### config.mk
export PLATFORM = sky130hd
export DESIGN_NAME = occp_port
export DESIGN_NICKNAME = d
export VERILOG_FILES = /design/src/hw/occp_pkg.sv /design/src/hw/occp_func_map.sv /design/src/hw/occp_port.sv
export SDC_FILE = /design/constraint.sdc
export NUM_CORES = 1
export LEC_CHECK = 0
export ABC_AREA = 1
export BUFFER_PORTS_ARGS = -buffer_cell sky130_fd_sc_hd__buf_2
export CAP_MARGIN = 20
export CORE_ASPECT_RATIO = 1.1
export CORE_UTILIZATION = 35
export CTS_CLUSTER_DIAMETER = 80
export DETAILED_ROUTE_END_ITERATION = 16
export GPL_TIMING_DRIVEN = 0
export PLACE_DENSITY_LB_ADDON = 0.12
export REMOVE_ABC_BUFFERS = 1
export SYNTH_ARGS = -nofsm -noshare
export SYNTH_HDL_FRONTEND = slang
export SYNTH_SLANG_ARGS = --single-unit
### constraint.sdc
create_clock -name clock -period 1.4 [get_ports clock]
set_clock_uncertainty 0.2 [all_clocks]
set_input_delay 0.21 -clock clock [delete_from_list [all_inputs] [get_ports clock]]
set_output_delay 0.21 -clock clock [all_outputs]
set_load 0.02 [all_outputs]
### src/hw/occp_pkg.sv
// Constants for the outbound configuration cycle port
package occp_pkg;
    localparam int unsigned DATA_W         = 32;
    localparam int unsigned FUNC_SWAP_BIT  = 21;
    localparam int unsigned CFG_REG_W      = 32;
    localparam logic [1:0]  FUNC_ZERO      = 2'h0;
    localparam logic [1:0]  FUNC_ONE       = 2'h1;
    localparam logic [1:0]  FUNC_NONE      = 2'h3;
    localparam logic [31:0] CFG_ADDR_RESET = 32'h0000_0000;
    localparam logic [31:0] CFG_REG_RESET  = 32'h0000_0000;
    localparam logic        HDR_MF_RESET   = 1'h1;

    typedef enum logic [2:0] {
        OCCP_IDLE,
        OCCP_PCI_REQ,
        OCCP_PCI_WAIT,
        OCCP_DONE_RD
    } occp_state_t;
endpackage

### src/hw/occp_func_map.sv
// Function number mapping of bridge and translation unit
`timescale 1ns/1ps
`default_nettype none
module occp_func_map (
    input  wire logic       bridge_mf,
    input  wire logic       xlat_mf,
    input  wire logic       swap,
    output logic [1:0]      bridge_func,
    output logic [1:0]      xlat_func,
    output logic            bridge_abort,
    output logic            xlat_abort
);
    always_comb begin
        bridge_func  = occp_pkg::FUNC_ZERO;
        xlat_func    = occp_pkg::FUNC_ONE;
        bridge_abort = 1'b0;
        xlat_abort   = 1'b0;
        if (bridge_mf && xlat_mf) begin
            if (swap) begin
                bridge_func = occp_pkg::FUNC_ONE;
                xlat_func   = occp_pkg::FUNC_ZERO;
            end
        end else if (!bridge_mf && !xlat_mf) begin
            if (swap) begin
                bridge_func  = occp_pkg::FUNC_NONE;
                bridge_abort = 1'b1;
                xlat_func    = occp_pkg::FUNC_ZERO;
            end else begin
                xlat_func    = occp_pkg::FUNC_NONE;
                xlat_abort   = 1'b1;
            end
        end
    end
endmodule
`default_nettype wire

### src/hw/occp_port.sv
// Outbound configuration cycle port
`timescale 1ns/1ps
`default_nettype none
module occp_port #(
    parameter int unsigned DW = occp_pkg::DATA_W
) (
    input  wire logic          clock,
    input  wire logic          rst_n,
    // Internal bus slave side
    input  wire logic          ib_valid,
    input  wire logic          ib_write,
    input  wire logic          ib_sel_addr,
    input  wire logic          ib_sel_data,
    input  wire logic          ib_burst,
    input  wire logic [DW-1:0] ib_wdata,
    output logic               ib_ack,
    output logic               ib_retry,
    output logic               ib_disconnect,
    output logic               ib_master_abort,
    output logic               internal_wide_ack,
    output logic [DW-1:0]      ib_rdata,
    output logic               bus_interface_unit_hold,
    output logic               bus_interface_unit_go,
    // Private range claim
    input  wire logic [DW-1:0] ib_addr,
    input  wire logic [DW-1:0] priv_base,
    input  wire logic [DW-1:0] priv_limit,
    input  wire logic          priv_enable,
    output logic               priv_claim,
    // PCI master side
    output logic               pci_req,
    output logic               pci_cfg_write,
    output logic [DW-1:0]      pci_addr,
    output logic [DW-1:0]      pci_wdata,
    output logic               pci_single_phase,
    input  wire logic          pci_done,
    input  wire logic          pci_master_abort,
    input  wire logic [DW-1:0] pci_rdata,
    // Function numbering
    input  wire logic          cfg_reg_we,
    input  wire logic [occp_pkg::CFG_REG_W-1:0] cfg_reg_wdata,
    input  wire logic          bridge_header_type_reg_mf,
    input  wire logic          translation_header_type_reg_mf,
    input  wire logic          hdr_we,
    output logic               mode3_violation,
    output logic [1:0]         bridge_func,
    output logic [1:0]         xlat_func,
    output logic               bridge_abort,
    output logic               xlat_abort,
    input  wire logic          mode3
);
    // Only the 32-bit single-word path exists
    if (DW != 32) begin
        $error("occp_port supports only a 32-bit data path");
    end

    occp_pkg::occp_state_t state_r;
    logic [DW-1:0] outbound_txn_queue_r;
    logic          armed_r;
    logic [DW-1:0] outbound_write_queue_r;
    logic          is_write_r;
    logic [DW-1:0] outbound_read_queue_r;
    logic          abort_r;
    logic          translation_unit_config_reg_r;
    logic          br_mf_r;
    logic          xl_mf_r;
    logic          busy;
    logic          occupied;
    logic          data_acc;
    logic          addr_acc;
    logic          complete_rd;

    assign busy        = (state_r != occp_pkg::OCCP_IDLE) && (state_r != occp_pkg::OCCP_DONE_RD);
    assign occupied    = (state_r != occp_pkg::OCCP_IDLE);
    assign data_acc    = ib_valid && ib_sel_data;
    assign addr_acc    = ib_valid && ib_sel_addr && ib_write;
    assign complete_rd = data_acc && !ib_write && (state_r == occp_pkg::OCCP_DONE_RD);

    // Internal bus answers
    always_comb begin
        ib_ack          = 1'b0;
        ib_retry        = 1'b0;
        ib_disconnect   = 1'b0;
        ib_master_abort = 1'b0;
        if (ib_valid && (ib_sel_addr || ib_sel_data)) begin
            // A pending read admits nothing but its own completion
            if (occupied && !complete_rd) begin
                ib_retry = 1'b1;
            end else if (data_acc && !ib_write && armed_r && !complete_rd) begin
                ib_retry = 1'b1;
            end else begin
                ib_ack          = !(complete_rd && abort_r);
                ib_master_abort = complete_rd && abort_r;
                ib_disconnect   = data_acc || ib_burst;
            end
        end
    end
    assign internal_wide_ack = 1'b0;
    assign ib_rdata          = outbound_read_queue_r;
    assign priv_claim = priv_enable && ib_valid && (ib_addr >= priv_base)
                        && (ib_addr <= priv_limit);

    // Stored address changes only on an address write
    always_ff @(posedge clock) begin
        if (!rst_n) begin
            outbound_txn_queue_r <= occp_pkg::CFG_ADDR_RESET;
            armed_r              <= 1'b0;
        end else if (addr_acc && !occupied) begin
            outbound_txn_queue_r <= ib_wdata;
            armed_r              <= 1'b1;
        end
    end

    // Transaction sequencer
    always_ff @(posedge clock) begin
        if (!rst_n) begin
            state_r                <= occp_pkg::OCCP_IDLE;
            outbound_write_queue_r <= '0;
            outbound_read_queue_r  <= '0;
            is_write_r             <= 1'b0;
            abort_r                <= 1'b0;
        end else begin
            case (state_r)
                occp_pkg::OCCP_IDLE: begin
                    if (data_acc && armed_r) begin
                        is_write_r <= ib_write;
                        if (ib_write) begin
                            outbound_write_queue_r <= ib_wdata;
                        end
                        state_r <= occp_pkg::OCCP_PCI_REQ;
                    end
                end
                occp_pkg::OCCP_PCI_REQ: begin
                    state_r <= occp_pkg::OCCP_PCI_WAIT;
                end
                occp_pkg::OCCP_PCI_WAIT: begin
                    if (pci_done) begin
                        abort_r <= pci_master_abort;
                        if (!is_write_r) begin
                            outbound_read_queue_r <= pci_rdata;
                            state_r <= occp_pkg::OCCP_DONE_RD;
                        end else begin
                            state_r <= occp_pkg::OCCP_IDLE;
                        end
                    end
                end
                occp_pkg::OCCP_DONE_RD: begin
                    if (complete_rd) begin
                        state_r <= occp_pkg::OCCP_IDLE;
                    end
                end
                default: state_r <= occp_pkg::OCCP_IDLE;
            endcase
        end
    end

    assign pci_req          = (state_r == occp_pkg::OCCP_PCI_REQ)
                              || (state_r == occp_pkg::OCCP_PCI_WAIT);
    assign pci_cfg_write    = is_write_r;
    assign pci_addr         = outbound_txn_queue_r;
    assign pci_wdata        = outbound_write_queue_r;
    assign pci_single_phase = 1'b1;
    assign bus_interface_unit_hold = busy;
    assign bus_interface_unit_go   = (state_r == occp_pkg::OCCP_DONE_RD);

    // Function numbering settings
    always_ff @(posedge clock) begin
        if (!rst_n) begin
            translation_unit_config_reg_r <= occp_pkg::CFG_REG_RESET[occp_pkg::FUNC_SWAP_BIT];
        end else if (cfg_reg_we) begin
            translation_unit_config_reg_r <= cfg_reg_wdata[occp_pkg::FUNC_SWAP_BIT];
        end
    end
    always_ff @(posedge clock) begin
        if (!rst_n) begin
            br_mf_r <= occp_pkg::HDR_MF_RESET;
            xl_mf_r <= occp_pkg::HDR_MF_RESET;
        end else if (hdr_we) begin
            br_mf_r <= bridge_header_type_reg_mf;
            xl_mf_r <= translation_header_type_reg_mf;
        end
    end
    assign mode3_violation = (cfg_reg_we || hdr_we) && !mode3;

    occp_func_map u_map (
        .bridge_mf    (br_mf_r),
        .xlat_mf      (xl_mf_r),
        .swap         (translation_unit_config_reg_r),
        .bridge_func  (bridge_func),
        .xlat_func    (xlat_func),
        .bridge_abort (bridge_abort),
        .xlat_abort   (xlat_abort)
    );

    // Checks
    busy_retry_a: assert property (@(posedge clock) disable iff (!rst_n)
        (busy && ib_valid && ib_sel_data) |-> ib_retry)
        else $error("access not retried while busy");
    no_wide_a: assert property (@(posedge clock) disable iff (!rst_n)
        !internal_wide_ack)
        else $error("wide ack asserted");
    read_retry_a: assert property (@(posedge clock) disable iff (!rst_n)
        (state_r == occp_pkg::OCCP_IDLE && data_acc && !ib_write && armed_r)
        |-> ib_retry ##1 (state_r == occp_pkg::OCCP_PCI_REQ))
        else $error("read did not start delayed cycle");
    addr_hold_a: assert property (@(posedge clock) disable iff (!rst_n)
        !addr_acc |=> $stable(pci_addr))
        else $error("address changed without write");
    write_disc_a: assert property (@(posedge clock) disable iff (!rst_n)
        (data_acc && ib_write && !occupied) |-> (ib_disconnect && ib_ack))
        else $error("write not disconnected");
    abort_back_a: assert property (@(posedge clock) disable iff (!rst_n)
        (complete_rd && abort_r) |-> ib_master_abort)
        else $error("master abort lost");
    biu_go_a: assert property (@(posedge clock) disable iff (!rst_n)
        (state_r == occp_pkg::OCCP_PCI_WAIT && pci_done && !is_write_r) |=> bus_interface_unit_go)
        else $error("bus unit not notified");
    swap_map_a: assert property (@(posedge clock) disable iff (!rst_n)
        (br_mf_r && xl_mf_r && translation_unit_config_reg_r) |-> (xlat_func == 2'h0))
        else $error("swap not applied");

    // Launch, queues, completion and private range claim
    pend_retry_a: assert property (@(posedge clock) disable iff (!rst_n)
        (bus_interface_unit_go && ib_valid && ib_write && (ib_sel_addr || ib_sel_data))
        |-> ib_retry)
        else $error("access not retried while read pending");
    no_double_a: assert property (@(posedge clock) disable iff (!rst_n)
        !(ib_ack && ib_retry))
        else $error("ack and retry together");
    flight_one_a: assert property (@(posedge clock) disable iff (!rst_n)
        (pci_req && ib_valid && (ib_sel_addr || ib_sel_data)) |-> !ib_ack)
        else $error("access taken while transaction in flight");
    arm_only_a: assert property (@(posedge clock) disable iff (!rst_n)
        (!occupied && addr_acc && !ib_sel_data) |=> !pci_req)
        else $error("address write started a cycle");
    rd_launch_a: assert property (@(posedge clock) disable iff (!rst_n)
        (!occupied && data_acc && !ib_write && armed_r) |=> (pci_req && !pci_cfg_write))
        else $error("read not launched");
    wr_launch_a: assert property (@(posedge clock) disable iff (!rst_n)
        (!occupied && data_acc && ib_write && armed_r)
        |=> (pci_req && pci_cfg_write && (pci_wdata == $past(ib_wdata))))
        else $error("write not launched with its data");
    one_phase_a: assert property (@(posedge clock) disable iff (!rst_n)
        pci_req |-> pci_single_phase)
        else $error("burst requested on PCI");
    req_hold_a: assert property (@(posedge clock) disable iff (!rst_n)
        (pci_req && !pci_done) |=> pci_req)
        else $error("request dropped before completion");
    burst_cut_a: assert property (@(posedge clock) disable iff (!rst_n)
        (data_acc && ib_burst && ib_ack) |-> ib_disconnect)
        else $error("burst not disconnected");
    abort_no_ack_a: assert property (@(posedge clock) disable iff (!rst_n)
        ib_master_abort |-> !ib_ack)
        else $error("abort and ack together");
    wr_narrow_a: assert property (@(posedge clock) disable iff (!rst_n)
        (data_acc && ib_write && ib_ack) |-> (ib_disconnect && !internal_wide_ack))
        else $error("data write not ended as 32-bit");
    rq_fill_a: assert property (@(posedge clock) disable iff (!rst_n)
        (state_r == occp_pkg::OCCP_PCI_WAIT && pci_done && !is_write_r)
        |=> (ib_rdata == $past(pci_rdata)))
        else $error("read data not queued");
    no_store_a: assert property (@(posedge clock) disable iff (!rst_n)
        (data_acc && ib_write && !occupied) |=> (ib_rdata == $past(ib_rdata)))
        else $error("write data became readable");
    go_hold_a: assert property (@(posedge clock) disable iff (!rst_n)
        (bus_interface_unit_go && !complete_rd) |=> bus_interface_unit_go)
        else $error("notice dropped before completion");
    go_excl_a: assert property (@(posedge clock) disable iff (!rst_n)
        !(bus_interface_unit_go && bus_interface_unit_hold))
        else $error("hold and go together");
    claim_gate_a: assert property (@(posedge clock) disable iff (!rst_n)
        !priv_enable |-> !priv_claim)
        else $error("claim while disabled");
    // Function numbering
    default_map_a: assert property (@(posedge clock) disable iff (!rst_n)
        (br_mf_r && xl_mf_r && !translation_unit_config_reg_r)
        |-> (bridge_func == occp_pkg::FUNC_ZERO && xlat_func == occp_pkg::FUNC_ONE))
        else $error("default numbering wrong");
    swap_bridge_a: assert property (@(posedge clock) disable iff (!rst_n)
        (br_mf_r && xl_mf_r && translation_unit_config_reg_r) |-> (bridge_func == 2'h1))
        else $error("bridge not moved to function one");
    single_fn_a: assert property (@(posedge clock) disable iff (!rst_n)
        (!br_mf_r && !xl_mf_r) |-> (bridge_abort != xlat_abort))
        else $error("single function mode wrong");
    bridge_off_a: assert property (@(posedge clock) disable iff (!rst_n)
        bridge_abort
        |-> (bridge_func == occp_pkg::FUNC_NONE && xlat_func == occp_pkg::FUNC_ZERO))
        else $error("disabled bridge numbering wrong");
endmodule
`default_nettype wire

==> results of run 1 <==
==> worst max-delay path, stage by stage, from the launching register on <==
cell,delay (ns)
dfxtp_4,0.36
inv_4,0.07
ha_4,0.20
nand2_8,0.07
nand3_4,0.11
inv_2,0.05
nor3_2,0.12
buf_4,0.17
==> kinds of logic (layout without fill, tap and decap cells) <==
logic type | Yosys count | after routing | share of synthesized area, %
and+or+nand+nor | 321 | 323 | 22.9
AOI/OAI and AO/OA | 152 | 152 | 14.0
buffers and inverters | 130 | 519 | 10.2
DFF | 104 | 104 | 37.5
adders and majority gates | 68 | 68 | 15.3
other | 2 | 2 | 0.135
==> state kept, by name (all words and copies together), names as in the netlist <==
signal,cells
abort_r,1
armed_r,1
br_mf_r,1
ib_rdata,32
pci_addr,32
pci_cfg_write,1
pci_wdata,32
state_r,2
translation_unit_config_reg_r,1
xl_mf_r,1
==> stage by stage <==
| stage | instance area [sq um] | hold WS [ns] | setup TNS [ns] |
|---|---|---|---|
| floorplan | 5350 | 0.0941 | -57.24 |
| global placement | 7030 | 0.229 | -151.12 |
| detailed placement | 7060 | 0.236 | -97.66 |
| CTS | 9350 | 0.0105 | -36.41 |
| global route | 10300 | 0.00233 | -52.43 |
| finish | 10300 | -0.0353 | -45.11 |
==> layout make-up <==
type | count | area, sq um | area share [%]
Clock buffer | 11 | 243 | 2.35
Clock inverter | 4 | 76.3 | 0.738
Inverter | 96 | 398 | 3.85
Multi-Input combinational cell | 545 | 4130 | 40.0
Sequential cell | 104 | 2100 | 20.3
Tap cell | 196 | 245 | 2.37
Timing Repair Buffer | 400 | 3010 | 29.1
Timing Repair inverter | 8 | 138 | 1.33
==> metal layers <==
layer	up-vias	GRT usage, %	wire length (um)
met3	17	4.97	1360
met1	2915	26.0	8290
met2	207	40.8	10500
met5	-	0	0
li1	3253	-	-
met4	0	7.18	315
==> path summary, 6_finish.rpt <==
path                   to  depth (start not counted)
min reg2reg  pci_addr[16]                          2
min               br_mf_r                          4
max                ib_ack                          7
max reg2reg  ib_rdata[31]                         11
==> power by group through the flow <==
stage	sequential [uW]	combinational [uW]	clock [uW]
after floorplan	3880	1300	0
after global placement	3520	2680	0
after detailed placement	3520	2720	0
after CTS	3500	3860	2790
after global routing	3560	5400	2890
final	3520	5030	2730
==> layout by cell type, fill, tap and decap left out, types with 3 or more instances in the layout <==
cell,netlist,routed
inv_2,4,26
ha_4,0,31
dfxtp_1,104,99
nand4_1,6,6
buf_8,0,5
nor2_1,217,134
ha_1,68,37
a21oi_2,0,6
buf_2,6,245
clkinvlp_4,0,3
clkbuf_16,0,15
buf_6,2,47
nand2_4,0,5
nand3_1,4,3
inv_16,0,3
dfxtp_4,0,3
o21a_1,3,3
o21ai_1,5,6
nor3_2,0,3
buf_12,0,10
o21ai_2,0,39
o21ai_0,104,63
inv_1,92,65
nor2_4,2,69
buf_4,7,16
nand2_2,2,8
nand2_1,79,67
nor2_2,1,19
dlygate4sd3_1,0,71
a21oi_1,38,32
==> what timing repair did <==
action                                 4_1_cts  5_1_grt
endpoints found under the hold margin      100        2
setup endpoints to repair                  114      117
gates resized for setup                    244      219
cloned                                       8        8
setup buffers                               24       13
pin swaps                                   51       41
hold buffers                                70        2
==> results_dict.tcl, run 1 <==
set metrics [dict create \
    die_width_um 122 \
    path_max_fanout 4 \
    die_height_um 134 \
    grt_pass1_vias 6064 \
    place_inst 1228 \
    dieArea_sq_um 16400 \
    final_core_util_pct 67.6 \
    period_share_pct 136 \
    yosys-top-cells-count "nor2_1, dfxtp_1, o21ai_0, inv_1, nand2_1" \
    max-cap-violations 0 \
    arrival_ns 1.50 \
    p_sw_uw 3980 \
    tightestPinTransition_ns 0.858 \
    reg2reg_slack_ns -0.50 \
    grt_overflow_total 0 \
    power_uw 11300 \
    initial_core_util_pct 36.3 \
    routed_wl_um 20500 \
    powerDensity_nw_per_um2 1090 \
    critPathLaunchType "flop" \
    fillers 1272 \
    finalHoldViolCount 1 \
    final.setup.worst_slack_ns -0.506 \
    violations "hold timing, setup timing" \
    synth_top_area_cell "dfxtp_1" \
    via_per_inst 4.69 \
    post-place-ws_ns -1.21 \
    yosysTopAreaCellShare_pct 37.5 \
    yosys.cell_types.count 31 \
    num_rows 47 \
    nets 1439 \
    antenna_found_initial 0 \
    gp_congestion 0.793 \
    cts.sinks 104 \
    drt_first_pass_iters 4 \
    synth-seq-cells 104 \
    area.growth.synth_to_final_pct 86.0 \
    synth_edf_count 0 \
    crit_required_ns 0.99 \
    syn_area_sq_um 5560 \
    num_io_pins 321 \
    drtIter0Drc 218 \
    tritoncts "done" \
    ant_nets 0 \
    p_seq_share_pct 31.2 \
    ys.flop_type "dfxtp_1" \
    io_buffers 287 \
    grt_pass1_wl_um 29100 \
    ys_seq_area_share_pct 37.5 \
    diodes 0 \
    drive_gt1_share_pct 49.1 \
    finalSetupViolations 115 \
    root_buffer "clkbuf_16" \
    htree_levels 3 \
    slew_headroom_pct 42.8 \
    min_path_type "in -> reg" \
    rr_startpoint "state_r[0]" \
    vias 6392 \
    synthCells 777 \
    p_sw_share_pct 35.3 \
    avgSynthCellArea_sq_um 7.15 \
    timing.critical_path.from "state_r[0]" \
    clockBufferDepth 2 \
    grt_max_degree 104 \
    intPower_uw 7300 \
    cp-end-kind "output port" \
    rsz0062_at_grt "yes" \
    ir_drop_mv 0.725 \
    synth.area.top_cells "dfxtp_1, ha_1, nor2_1" \
    fin_cells 1364 \
    dpl.hpwl_um 12000 \
    core-area_sq_um 15300 \
    wire_per_inst_um 15.0 \
    clk_latency_ns 0.33 \
    yosysMostFrequentCell "nor2_1" \
    synth_warnings 0 \
    status "finished with violations" \
    leakagePower_uw 0.00503 \
    timing.fmax_ghz 0.525 \
    hold_start "hdr_we" \
    clk_pin_slew_worst_paths_ns 0.07 \
    async_reset_ff_share_pct 0 \
    path_class "reg -> out" \
    period_needed_ns 1.91 \
    drc 0 \
    grt_use_total_pct 22.6 \
    fin_hold_ws_ns -0.0353 \
    cts_made_buffers 9 \
    power_frac_comb_pct 44.6 \
    pwr-share-clk_pct 24.2 \
    final-max-slew-violation-count 0 \
]
(Power assumes the default switching activity.)
==> run 2: changes to the inputs <==
--- a/config.mk
+++ b/config.mk
@@ -15,6 +15,7 @@
 export GPL_TIMING_DRIVEN = 0
 export PLACE_DENSITY_LB_ADDON = 0.12
 export REMOVE_ABC_BUFFERS = 1
+export SETUP_SLACK_MARGIN = 0.3
 export SYNTH_ARGS = -nofsm -noshare
 export SYNTH_HDL_FRONTEND = slang
 export SYNTH_SLANG_ARGS = --single-unit
==> constraint.sdc (replaced) <==
create_clock -name clock -period 2 [get_ports clock]
set_clock_uncertainty 0.2 [all_clocks]
set_input_delay 0.3 -clock clock [delete_from_list [all_inputs] [get_ports clock]]
set_output_delay 0.3 -clock clock [all_outputs]
set_load 0.02 [all_outputs]
==> results_dict.tcl, run 2 (same netlist as run 1, synthesis figures left out) <==
set metrics [dict create \
    p_sw_share_pct 35.1 \
    leakagePower_uw 0.00488 \
    nets 1416 \
    antenna_found_initial 0 \
    arrival_ns 1.57 \
    tightestPinTransition_ns 1.16 \
    path_class "in -> out" \
    p_sw_uw 2730 \
    area.growth.synth_to_final_pct 80.2 \
    die_height_um 134 \
    min_path_type "in -> reg" \
    intPower_uw 5050 \
    status "finished with violations" \
    power_frac_comb_pct 43.9 \
    drive_gt1_share_pct 49.7 \
    grt_use_total_pct 21.6 \
    crit_family "simple AND/OR/NAND/NOR gates" \
    place_inst 1228 \
    max-cap-violations 0 \
    power_uw 7780 \
    drtIter0Drc 174 \
    grt_max_degree 104 \
    crit_required_ns 1.50 \
    period_share_pct 104 \
    rsz0062_at_grt "yes" \
    cts.sinks 104 \
    final-max-slew-violation-count 0 \
    setup_tns_ns -0.0709 \
    clockBufferDepth 2 \
    die_width_um 122 \
    slew_headroom_pct 22.7 \
    layout.cells.most_common "buf_2" \
    initial_core_util_pct 36.3 \
    drc 0 \
    cp-end-kind "output port" \
    dieArea_sq_um 16400 \
    path_max_fanout 2 \
    worst-path-buf-inv 4 \
    finalHoldViolCount 0 \
    pwr-share-clk_pct 24.5 \
    wire_per_inst_um 14.6 \
    critPathLaunchType "primary input" \
    root_buffer "clkbuf_16" \
    final_area_sq_um 10000 \
    core-area_sq_um 15300 \
    routed_wl_um 19600 \
    grt_pass1_wl_um 27900 \
    period_needed_ns 2.07 \
    dpl.hpwl_um 12000 \
    final.setup.worst_slack_ns -0.0709 \
    grt_overflow_total 0 \
    p_seq_share_pct 31.7 \
    powerDensity_nw_per_um2 777 \
    violations "setup timing" \
    num_io_pins 321 \
    drt_first_pass_iters 4 \
    ant_nets 0 \
    htree_levels 3 \
    grt_pass1_vias 5785 \
    vias 6231 \
    dpl_cell_area_sq_um 7060 \
    fin_cells 1341 \
    cpPeakStageDelay_ns 0.26 \
    crit_chain "buf_2 -> inv_2 -> ha_4 -> nand2_4 -> nor2_4 -> and2_4 -> inv_2 -> nor2_2 -> and3b_1 -> a21oi_1 -> nor2_1 -> buf_4" \
    diodes 0 \
    clk_latency_ns 0.33 \
    post-place-ws_ns -0.610 \
    crit_path_frequent_cell "inv_2" \
    layout_common_cells "buf_2, nor2_1, dfxtp_1" \
    gp_congestion 0.793 \
    clk_pin_slew_worst_paths_ns 0.07 \
    slowest_stage "ha_4" \
    tritoncts "done" \
    cts_made_buffers 9 \
    ir_drop_mv 0.460 \
    timing.fmax_ghz 0.483 \
    io_buffers 287 \
    via_per_inst 4.65 \
    num_rows 47 \
    finalSetupViolations 1 \
]
[run 2: cell types whose count changed in the layout (fill, tap and decap cells not counted), moves of 4 or more]
cell | before | now
o21ai_2 | 39 | 29
dlygate4sd3_1 | 71 | 47
o21ai_0 | 63 | 53
clkbuf_16 | 15 | 10
buf_4 | 16 | 25
buf_12 | 10 | 6
nor2_1 | 134 | 128
o21ai_1 | 6 | 25
nor2_4 | 69 | 73
[run 2: layout make-up]
class | count | area (sq um)
timing repair inverter | 6 | 130
timing repair buffer | 379 | 2670
multi-input combinational | 545 | 4140
clock inverter | 4 | 76.3
tap | 196 | 245
inverter | 96 | 413
clock buffer | 11 | 243
sequential | 104 | 2090
fill | 1305 | 5280
[run 2: layer usage]
metal / global-route usage [%] / part of all wire [%]
met3: 4.89 / 6.9
met2: 39.3 / 50
met4: 6.71 / 1.3
met5: 0 / 0
met1: 24.8 / 41
[run 2: path summary, 6_finish.rpt]
check,from,to,slack (ns),depth (start not counted)
max,priv_limit[29],priv_claim,-0.07,12
min,pci_rdata[1],ib_rdata[1],0.01,3
max reg2reg,state_r[0],pci_addr[11],0.06,10
min reg2reg,pci_addr[30],pci_addr[30],0.27,2
[run 2: power groups by stage]
stage               sequential (uW)  combinational, uW  clock [uW]
global route                   2490               3680        2020
finish                         2460               3410        1900
detailed placement             2460               1910           0
floorplan                      2720                909           0
global placement               2460               1880           0
CTS                            2450               2630        1950
[run 2: worst min-delay path, delay by kind of cell]
family / cells / cell delay [ns]
buffers and inverters: 1 / 0.10
AND/OR/NAND/NOR: 2 / 0.11
[run 2: through the flow]
step / utilization, % / hold WS (ns)
floorplan: - / 0.184
global placement: 46.0 / 0.243
detailed placement: 46.2 / 0.246
CTS: 57.8 / 0.00168
global route: 65.5 / 0.0230
finish: 65.5 / 0.0111
[run 2: what timing repair did]
action                                 in CTS  in global routing
resized for setup                         217                252
cloned                                      5                  7
setup endpoints to repair                 107                112
endpoints found under the hold margin      47                  0
hold buffers                               47                  0
setup buffers                              22                 17
pin swaps                                  77                 52
==> run 3: changes to the inputs <==
--- a/config.mk
+++ b/config.mk
@@ -8,7 +8,6 @@
 export ABC_AREA = 1
 export BUFFER_PORTS_ARGS = -buffer_cell sky130_fd_sc_hd__buf_2
 export CAP_MARGIN = 20
-export CORE_ASPECT_RATIO = 1.1
 export CORE_UTILIZATION = 35
 export CTS_CLUSTER_DIAMETER = 80
 export DETAILED_ROUTE_END_ITERATION = 16
==> results_dict.tcl, run 3 (same netlist as run 1, synthesis figures left out) <==
set metrics [dict create \
    period_share_pct 104 \
    root_buffer "clkbuf_16" \
    clockBufferDepth 2 \
    finalHoldViolCount 0 \
    power_frac_comb_pct 44.9 \
    gp_congestion 0.793 \
    die_width_um 128 \
    multi_input_area_sq_um 3890 \
    status "finished with violations" \
    grt_use_total_pct 21.4 \
    layout.cells.most_common "buf_2" \
    period_needed_ns 2.07 \
    clk_pin_slew_worst_paths_ns 0.07 \
    io_buffers 287 \
    worst-r2r-cell-count 12 \
    hold_start "ib_wdata[18]" \
    fillers 1334 \
    ir_drop_mv 0.514 \
    via_per_inst 4.55 \
    tritoncts "done" \
    vias 6244 \
    nets 1432 \
    grt_max_degree 104 \
    cp-end-kind "output port" \
    hold_end "pci_wdata[18]" \
    layout_common_cells "buf_2, nor2_1, dfxtp_1" \
    rr_startpoint "state_r[0]" \
    grt_pass1_wl_um 27700 \
    fin_cells 1373 \
    core-area_sq_um 15400 \
    crit_required_ns 1.50 \
    path_max_fanout 2 \
    rsz0062_at_grt "yes" \
    final-seq-area_sq_um 2090 \
    pwr-share-clk_pct 23.0 \
    cts_made_buffers 9 \
    finalSetupViolations 3 \
    timing.critical_path.from "ib_addr[29]" \
    powerDensity_nw_per_um2 773 \
    final-max-slew-violation-count 0 \
    num_io_pins 321 \
    p_seq_share_pct 32.1 \
    drc 0 \
    antenna_found_initial 0 \
    critPathLaunchType "primary input" \
    dpl.hpwl_um 11800 \
    place_inst 1242 \
    tightestPinTransition_ns 0.943 \
    p_sw_uw 2740 \
    wire_per_inst_um 14.1 \
    clk_latency_ns 0.34 \
    slew_headroom_pct 37.2 \
    drtIter0Drc 180 \
    arrival_ns 1.57 \
    p_sw_share_pct 35.7 \
    intPower_uw 4950 \
    violations "setup timing" \
    cts.sinks 104 \
    num_rows 45 \
    grt_pass1_vias 5841 \
    rr_endpoint "ib_rdata[13]" \
    dieArea_sq_um 16400 \
    reg2reg_slack_ns 0.02 \
    initial_core_util_pct 36.1 \
    timing.fmax_ghz 0.483 \
    setup_tns_ns -0.133 \
    drt_first_pass_iters 4 \
    final.setup.worst_slack_ns -0.0710 \
    die_height_um 128 \
    routed_wl_um 19400 \
    area.growth.synth_to_final_pct 78.9 \
    grt_overflow_total 0 \
    min_path_type "in -> reg" \
    drive_gt1_share_pct 47.3 \
    leakagePower_uw 0.00497 \
    ant_nets 0 \
    path_class "in -> out" \
    whs_path_depth 3 \
    htree_levels 3 \
    diodes 0 \
    max-cap-violations 0 \
]
run 3: changes by cell type in the layout (fill, tap and decap cells not counted), moves of 7 or more:
cell / before / now
ha_1: 37 / 44
nor2_4: 73 / 33
o21ai_2: 29 / 50
ha_4: 31 / 24
o21ai_0: 53 / 33
dlygate4sd3_1: 47 / 65
nor2_1: 128 / 158
nor2_2: 21 / 31
run 3: metrics by stage:
step                      util (%)  hold WS [ns]  cell area (sq um)  setup slack [ns]  total power, uW
final                         64.7        0.0189               9940           -0.0710             7690
after global routing          64.7        0.0253               9940            -0.209             8100
after CTS                     57.6       0.00166               8850            -0.103             6880
after detailed placement      46.0         0.248               7070            -0.625             4350
after global placement        45.9         0.250               7050             -1.49             4340
after floorplan                  -         0.184               5350            -0.138             3630
run 3: routing by layer:
layer / global-route usage, % / share of wire (%) / vias up
li1: - / - / 3230
met4: 6.99 / 2.3 / 0
met5: 0 / 0 / -
met1: 25.9 / 42 / 2762
met3: 5.51 / 6.8 / 33
met2: 36.7 / 49 / 219
run 3: layout make-up:
type / count / area share, %
timing repair buffer: 400 / 30.1
multi-input combinational: 545 / 39.1
tap: 211 / 2.66
clock inverter: 4 / 0.541
inverter: 96 / 4.15
timing repair inverter: 1 / 0.0755
sequential: 104 / 21.0
clock buffer: 12 / 2.38
run 3: worst max path at each step:
stage | end | slack, ns | depth (start not counted)
final | priv_claim | -0.07 | 11
after detailed placement | pci_addr[18] | -0.62 | 6
after global routing | priv_claim | -0.21 | 12
after global placement | pci_addr[11] | -1.49 | 6
after floorplan | pci_addr[0] | -0.14 | 6
after CTS | priv_claim | -0.10 | 11
run 3: critical path, stage by stage:
cell	delay (ns)
buf_8	0.10
ha_1	0.29
a21oi_1	0.15
nor2_1	0.05
nor3_1	0.13
nand2_1	0.11
a21oi_2	0.11
nand2_1	0.07
nand2_2	0.08
nor2_4	0.04
buf_6	0.12
run 3: power groups by stage:
stage          Combinational (uW)  Sequential (uW)  Clock, uW
2_1_floorplan                 909             2720          0
3_3_place_gp                 1880             2460          0
3_5_place_dp                 1880             2470          0
4_1_cts                      2620             2460       1810
5_1_grt                      3720             2500       1880
6_report                     3450             2470       1770
run 3: what timing repair did:
item                                    in CTS  in global routing
pin swaps                                   43                 81
buffers inserted                            29                 12
hold buffers                                65                  0
resized for setup                          134                295
endpoints found under the setup margin     107                115
cloned                                       4                  5
endpoints found under the hold margin       64                  0
